===== config.mk =====
export PLATFORM = sky130hd
export DESIGN_NAME = ebf_host
export DESIGN_NICKNAME = d
export VERILOG_FILES = /design/src/design/ebf_host.v /design/src/design/ebf_sync.v
export VERILOG_INCLUDE_DIRS = /design/src /design/src/pkg
export SDC_FILE = /design/constraint.sdc
export NUM_CORES = 1
export LEC_CHECK = 0
export ABC_CLOCK_PERIOD_IN_PS = 2900
export BUFFER_PORTS_ARGS = -buffer_cell sky130_fd_sc_hd__clkbuf_2
export CORE_ASPECT_RATIO = 2
export CORE_MARGIN = 1
export CORE_UTILIZATION = 50
export DETAILED_ROUTE_END_ITERATION = 10
export PLACE_DENSITY_LB_ADDON = 0.05
export SLEW_MARGIN = 20
export SYNTH_ARGS = -nofsm -noshare
export SYNTH_HDL_FRONTEND = slang
export SYNTH_SLANG_ARGS = --single-unit

===== constraint.sdc =====
create_clock -name clk_in -period 2.9 [get_ports clk_in]
set_input_delay 0.58 -clock clk_in [delete_from_list [all_inputs] [get_ports clk_in]]
set_output_delay 0.58 -clock clk_in [all_outputs]
set_load 0.05 [all_outputs]

===== src/pkg/ebf_defs.vh =====
// Timing constants for the elastic bubble FIFO pin controller.
// Assumes a single 200 MHz system clock and one attached FIFO device.
`ifndef EBF_DEFS_VH
`define EBF_DEFS_VH

`define EBF_WIDTH        4
`define EBF_DEPTH        16
`define EBF_CLK_NS       5
// Least high/low time of a strobe and of data setup ahead of it
`define EBF_STROBE_NS    20
// Least master clear pulse width
`define EBF_CLEAR_NS     50
// Wait after a strobe edge for device flags to respond and pass the synchroniser
`define EBF_SETTLE_NS    40
`define EBF_STROBE_CYC   ((`EBF_STROBE_NS + `EBF_CLK_NS - 1) / `EBF_CLK_NS)
`define EBF_CLEAR_CYC    ((`EBF_CLEAR_NS + `EBF_CLK_NS - 1) / `EBF_CLK_NS)
`define EBF_SETTLE_CYC   ((`EBF_SETTLE_NS + `EBF_CLK_NS - 1) / `EBF_CLK_NS)
`define EBF_CNT_W        8

`endif


===== src/design/ebf_host.v =====
// Pin controller that drives an elastic bubble FIFO device.
// Assumes the device pins are wired straight to the ports below and that
// the device flags and read word are asynchronous to clk_in.
`timescale 1ns/10ps
`default_nettype none
`include "ebf_defs.vh"

module ebf_host #(
  parameter WIDTH      = `EBF_WIDTH,
  parameter DEPTH      = `EBF_DEPTH,
  parameter STROBE_CYC = `EBF_STROBE_CYC,
  parameter CLEAR_CYC  = `EBF_CLEAR_CYC,
  parameter SETTLE_CYC = `EBF_SETTLE_CYC
) (
  // Clock and reset
  input  wire             clk_in,
  input  wire             rst_in,
  // User write side
  input  wire             wr_valid_in,
  input  wire [WIDTH-1:0] wr_data_in,
  output wire             wr_ready_out,
  // User read side
  input  wire             rd_ready_in,
  output reg  [WIDTH-1:0] rd_data_out,
  output reg              rd_valid_out,
  // User control and status
  input  wire             clear_req_in,
  output reg              clear_busy_out,
  output reg  [4:0]       level_out,
  // Device pins
  output reg              master_clear_out,
  output reg              push_strobe_out,
  output reg  [WIDTH-1:0] write_word_out,
  output reg              pop_strobe_out,
  output reg              read_enable_n_out,
  input  wire             input_ready_in,
  input  wire             output_valid_flag_in,
  input  wire [WIDTH-1:0] read_word_in
);

  localparam [3:0] W_IDLE  = 4'h1;
  localparam [3:0] W_SETUP = 4'h2;
  localparam [3:0] W_HIGH  = 4'h4;
  localparam [3:0] W_LOW   = 4'h8;
  localparam [2:0] R_IDLE  = 3'h1;
  localparam [2:0] R_HIGH  = 3'h2;
  localparam [2:0] R_LOW   = 3'h4;
  localparam [`EBF_CNT_W-1:0] STROBE_N = STROBE_CYC;
  localparam [`EBF_CNT_W-1:0] CLEAR_N  = CLEAR_CYC;
  localparam [`EBF_CNT_W-1:0] SETTLE_N = SETTLE_CYC;
  localparam [4:0]            FULL_N   = DEPTH;

  reg  [3:0]            wstate;
  reg  [2:0]            rstate;
  reg  [`EBF_CNT_W-1:0] wcnt;
  reg  [`EBF_CNT_W-1:0] rcnt;
  reg  [`EBF_CNT_W-1:0] ccnt;
  wire [WIDTH+1:0]      pins_sync;
  wire                  ready_sync;
  wire                  valid_sync;
  wire [WIDTH-1:0]      word_sync;
  wire                  push_take;
  wire                  pop_take;

  // Flags and read word cross into clk_in before anything reads them
  ebf_sync #(
    .WIDTH    (WIDTH + 2)
  ) u_sync (
    .clk_in   (clk_in),
    .rst_in   (rst_in),
    .async_in ({input_ready_in, output_valid_flag_in, read_word_in}),
    .sync_out (pins_sync)
  );

  assign ready_sync = pins_sync[WIDTH+1];
  assign valid_sync = pins_sync[WIDTH];
  assign word_sync  = pins_sync[WIDTH-1:0];

  // Push only on a seen ready flag and with room by our own count
  assign push_take = (wstate == W_IDLE) && !clear_busy_out && wr_valid_in &&
                     ready_sync && (level_out != FULL_N);
  // Strobe is never held high against a full device; it waits for room
  assign wr_ready_out = (wstate == W_IDLE) && !clear_busy_out &&
                        ready_sync && (level_out != FULL_N);
  // Pop only when the device shows a valid word at its outputs
  assign pop_take = (rstate == R_IDLE) && !clear_busy_out && rd_ready_in &&
                    valid_sync;

  // Master clear pulse after reset and on user request
  always @(posedge clk_in) begin
    if (rst_in) begin
      clear_busy_out   <= 1'b1;
      master_clear_out <= 1'b1;
      ccnt             <= CLEAR_N;
    end else if (clear_req_in) begin
      clear_busy_out   <= 1'b1;
      master_clear_out <= 1'b1;
      ccnt             <= CLEAR_N;
    end else if (ccnt != {`EBF_CNT_W{1'b0}}) begin
      ccnt <= ccnt - 1'b1;
      if (ccnt == 8'h01) begin
        master_clear_out <= 1'b0;
      end
    end else begin
      // Settle gap lets the synchronised flags reflect the cleared device
      master_clear_out <= 1'b0;
      clear_busy_out   <= 1'b0;
    end
  end

  // Writer: setup, strobe high, strobe low, then wait for flags to settle
  always @(posedge clk_in) begin
    if (rst_in || clear_busy_out) begin
      // Strobe kept low across clear so no word loads as clear falls
      wstate          <= W_IDLE;
      wcnt            <= {`EBF_CNT_W{1'b0}};
      push_strobe_out <= 1'b0;
      write_word_out  <= {WIDTH{1'b0}};
    end else begin
      case (wstate)
        W_IDLE: begin
          if (push_take) begin
            write_word_out <= wr_data_in;
            wcnt           <= STROBE_N;
            wstate         <= W_SETUP;
          end
        end
        W_SETUP: begin
          if (wcnt == 8'h01) begin
            push_strobe_out <= 1'b1;
            wcnt            <= STROBE_N;
            wstate          <= W_HIGH;
          end else begin
            wcnt <= wcnt - 1'b1;
          end
        end
        W_HIGH: begin
          if (wcnt == 8'h01) begin
            // Falling edge releases the word to ripple onward
            push_strobe_out <= 1'b0;
            wcnt            <= SETTLE_N;
            wstate          <= W_LOW;
          end else begin
            wcnt <= wcnt - 1'b1;
          end
        end
        W_LOW: begin
          // Ready flag may still show its old value until this runs out
          if (wcnt == 8'h01) begin
            wstate <= W_IDLE;
          end else begin
            wcnt <= wcnt - 1'b1;
          end
        end
        default: begin
          wstate          <= W_IDLE;
          push_strobe_out <= 1'b0;
        end
      endcase
    end
  end

  // Reader: take the word, strobe high, fall to pop, then settle
  always @(posedge clk_in) begin
    if (rst_in || clear_busy_out) begin
      rstate         <= R_IDLE;
      rcnt           <= {`EBF_CNT_W{1'b0}};
      pop_strobe_out <= 1'b0;
      rd_valid_out   <= 1'b0;
    end else begin
      rd_valid_out <= 1'b0;
      case (rstate)
        R_IDLE: begin
          if (pop_take) begin
            rd_valid_out   <= 1'b1;
            pop_strobe_out <= 1'b1;
            rcnt           <= STROBE_N;
            rstate         <= R_HIGH;
          end
        end
        R_HIGH: begin
          if (rcnt == 8'h01) begin
            pop_strobe_out <= 1'b0;
            rcnt           <= SETTLE_N;
            rstate         <= R_LOW;
          end else begin
            rcnt <= rcnt - 1'b1;
          end
        end
        R_LOW: begin
          if (rcnt == 8'h01) begin
            rstate <= R_IDLE;
          end else begin
            rcnt <= rcnt - 1'b1;
          end
        end
        default: begin
          rstate         <= R_IDLE;
          pop_strobe_out <= 1'b0;
        end
      endcase
    end
  end

  // Read data holds the last taken word, even through a clear
  always @(posedge clk_in) begin
    if (rst_in) begin
      rd_data_out <= {WIDTH{1'b0}};
    end else if (pop_take) begin
      rd_data_out <= word_sync;
    end
  end

  // Words held in the device, by our own count of pushes and pops
  always @(posedge clk_in) begin
    if (rst_in || clear_busy_out) begin
      level_out <= 5'h00;
    end else if (push_take && !pop_take) begin
      level_out <= level_out + 5'h01;
    end else if (pop_take && !push_take) begin
      level_out <= level_out - 5'h01;
    end
  end

  // Read outputs stay enabled except while the device is being cleared
  always @(posedge clk_in) begin
    if (rst_in) begin
      read_enable_n_out <= 1'b1;
    end else begin
      read_enable_n_out <= clear_busy_out;
    end
  end

endmodule

`default_nettype wire


===== src/design/ebf_sync.v =====
// Two flip-flop synchroniser for a bundle of asynchronous pin inputs.
// Assumes the inputs are levels from outside the clk_in domain.
`timescale 1ns/10ps
`default_nettype none

module ebf_sync #(
  parameter WIDTH = 1
) (
  // Clock and reset
  input  wire             clk_in,
  input  wire             rst_in,
  // Asynchronous level in, synchronised level out
  input  wire [WIDTH-1:0] async_in,
  output reg  [WIDTH-1:0] sync_out
);

  reg [WIDTH-1:0] meta;

  // First stage feeds only the second stage
  always @(posedge clk_in) begin
    if (rst_in) begin
      meta     <= {WIDTH{1'b0}};
      sync_out <= {WIDTH{1'b0}};
    end else begin
      meta     <= async_in;
      sync_out <= meta;
    end
  end

endmodule

`default_nettype wire


==> run metrics <==
WHS Path Cells=2; min cycle time layout=2720 ps; CP Max Fanout=4; Async SR Flop Fraction=0%; DP Worst Slack=61.0 ps; chip width=56.3 µm; post-DR wirelength/cell=14.7 µm; mapped cell area=2950 µm²; vias in the first global route=2410; Starting DRT DRC Count=114; CTS buffer count=9; Worst Hold Class=flip-flop to flip-flop; max-cap violation count=0; clock sink total=62; via count=2433; area grow syn2layout=20.9%; DR pass1 iterations=4; CTS tree=yes; Post-synth EDFFs=0; final setup fails=0; reg2reg path depth=11; final wirelength=6430 µm; CP startpoint kind=flip-flop; final hold vios=0; LEAKAGE=1.44 nW; setup TNS=0 ps; Worst EP arrival=2990 ps; Die Span Y=111 µm; RSZ-0062 raised after global routing=no; Ant. Diodes=0; Max rail drop VDD=0.000650 V; Core ar.=5710 µm²; Primary FF master, synth=dfxtp_1; largest net degree at the start of global routing=22; clock slew at reported path FFs=50 ps; row cnt=39; Initial Util=51.6%; post-layout util=62.3%; ANT nets after route=0; Rel. slew slack=63.6%; Power per Cell Area=551 nW/µm²; crit end category=flip-flop; HPWL Detailed=4960 µm; # DRC=0; Synth Instances=326; Remaining Overflow, GRT=0; final slew viol count=0; Die ar.=6220 µm²; Netlist cell types=65; Max clock buf depth=2; gr usage total=22.7%; IO Pins=35; CTS Root Cell=clkbuf_16; status=finished, final reports clean; Clk Latency, worst-skew pair=330 ps; Worst Skew=4.67 ps; Final #Nets=397; first-pass GRT wire length=10900 µm; number of buffers inserted by port buffering=34; fin crit share=94.0%; worst setup margin=175 ps; Setup CP Type=flip-flop to flip-flop; initial antenna violation count=0; YS warnings=0; # H-tree levels=3; commonest non-fill, non-tap cell in the layout=dfxtp_1; share of layout cells above drive strength 1=22.3%; placer congestion estimate=0.832; synthesized net count=352; commonest cells after routing, fill and taps aside=dfxtp_1 (62), clkbuf_2 (34), nor2_1 (32); Syn Area/Cell=9.03 µm²; CP required=3160 ps; Synth area leader=dfxtp_1; Seq cells post-synth=62; CTS Hold Buffers Added=0; Yosys top cell area share=42.1%; Area contributors post-synth=dfxtp_1 (42%), ha_1 (4.2%), nor2_1 (4.1%); Worst Tran Pin Value=546 ps; Via density=5.57; Max Freq=0.367 GHz; sequential area share after synthesis=42.1%
[path summary, 6_finish.rpt]
path / from / endpoint / slack [ps]
setup / recovery: wstate[3]$_SDFFE_PP0P_ / level_out[4]$_SDFFE_PP0P_ / 180
setup reg to reg: wstate[3]$_SDFFE_PP0P_ / level_out[4]$_SDFFE_PP0P_ / 180
hold reg to reg: u_sync.sync_out[1]$_SDFF_PP0_ / rd_data_out[1]$_SDFFE_PP0P_ / 440
hold / removal: u_sync.sync_out[1]$_SDFF_PP0_ / rd_data_out[1]$_SDFFE_PP0P_ / 440
[flip-flops by register name, indices dropped and copies added (netlist names)]
register	flops
write_word_out	4
master_clear_out	1
wstate	4
rd_valid_out	1
level_out	5
rd_data_out	4
wcnt	8
read_enable_n_out	1
u_sync.meta	6
u_sync.sync_out	6
clear_busy_out	1
ccnt	8
push_strobe_out	1
rstate	3
rcnt	8
pop_strobe_out	1
[cell type report]
type                    instances  area, µm²
repair buffers                 48        275
flip-flops and latches         62       1240
multi-input cells             237       1620
well taps                      61       76.3
clock buffers                   9        225
clock inverters                 7       73.8
inverters                      13       48.8
fillers                       532       2150
[per-layer routing]
| layer | GRT usage [%] | routed length [µm] | vias to the layer above |
|---|---|---|---|
| met1 | 21.8 | 2370 | 1142 |
| met5 | 0 | 0 | - |
| met4 | 11.9 | 187 | 0 |
| met3 | 6.91 | 188 | 16 |
| met2 | 41.7 | 3690 | 35 |
| li1 | - | - | 1240 |
[report_power, final]
group / switching [mW] / internal (mW) / total, mW
logic: 0.0181 / 0.0180 / 0.0361
registers: 0.00452 / 0.863 / 0.868
clock network: 0.392 / 0.665 / 1.06
total: 0.415 / 1.55 / 1.96
[cells in the mapped netlist, types with 2 or more instances]
library cell and number:
nand2_1 27, nor2_1 32, buf_1 2, buf_4 4
a21o_1 4, a211oi_1 3, a31oi_1 3, nor3_1 10
ha_1 10, xnor2_1 11, a21oi_1 22, xor2_1 6
mux2i_1 6, buf_2 2, and3_1 2, o22ai_1 2
o21bai_1 4, nor4_1 6, nand2b_1 5, o31ai_1 4
a31o_1 2, nand3_1 4, o21ai_0 11, o211ai_1 4
dfxtp_1 62, nor2b_1 16, or3_1 8, clkbuf_1 5
inv_1 12, or4b_4 2
[kinds of logic (layout without fill, tap and decap cells)]
kind of cell / after synthesis / in the layout / share of synthesized area (%)
compound gates: 78 / 78 / 18.6
xor+xnor: 17 / 17 / 5.06
fa+ha+maj: 11 / 11 / 4.93
buf+inv: 27 / 77 / 4.29
flops: 62 / 62 / 42.1
mux: 6 / 6 / 2.04
simple gates: 125 / 125 / 22.9
[per-stage QoR]
| step | hold WS [ps] | area [µm²] | power [mW] | std cells |
|---|---|---|---|---|
| final | 437 | 3560 | 1.96 | 437 |
| after floorplan | 414 | 2950 | 0.906 | 326 |
| after global routing | 440 | 3560 | 2.03 | 437 |
| after CTS | 438 | 3520 | 1.98 | 436 |
| after global placement | 416 | 3220 | 0.922 | 420 |
| after detailed placement | 427 | 3220 | 0.922 | 420 |
[timing repair]
item                                    CTS  global route
setup buffers                             0             1
resized for setup                         0             5
endpoints found under the setup margin    0             1
[worst max-delay path, cell delays in order, from the launching register on]
cell	delay (ps)
dfxtp_1	310
or4b_4	580
a31oi_4	180
nor2b_4	190
ha_4	150
inv_2	50
fa_2	350
a21o_1	180
a21oi_2	150
xnor2_1	80
or3_1	300
a21oi_1	130
(Power assumes the default switching activity.)
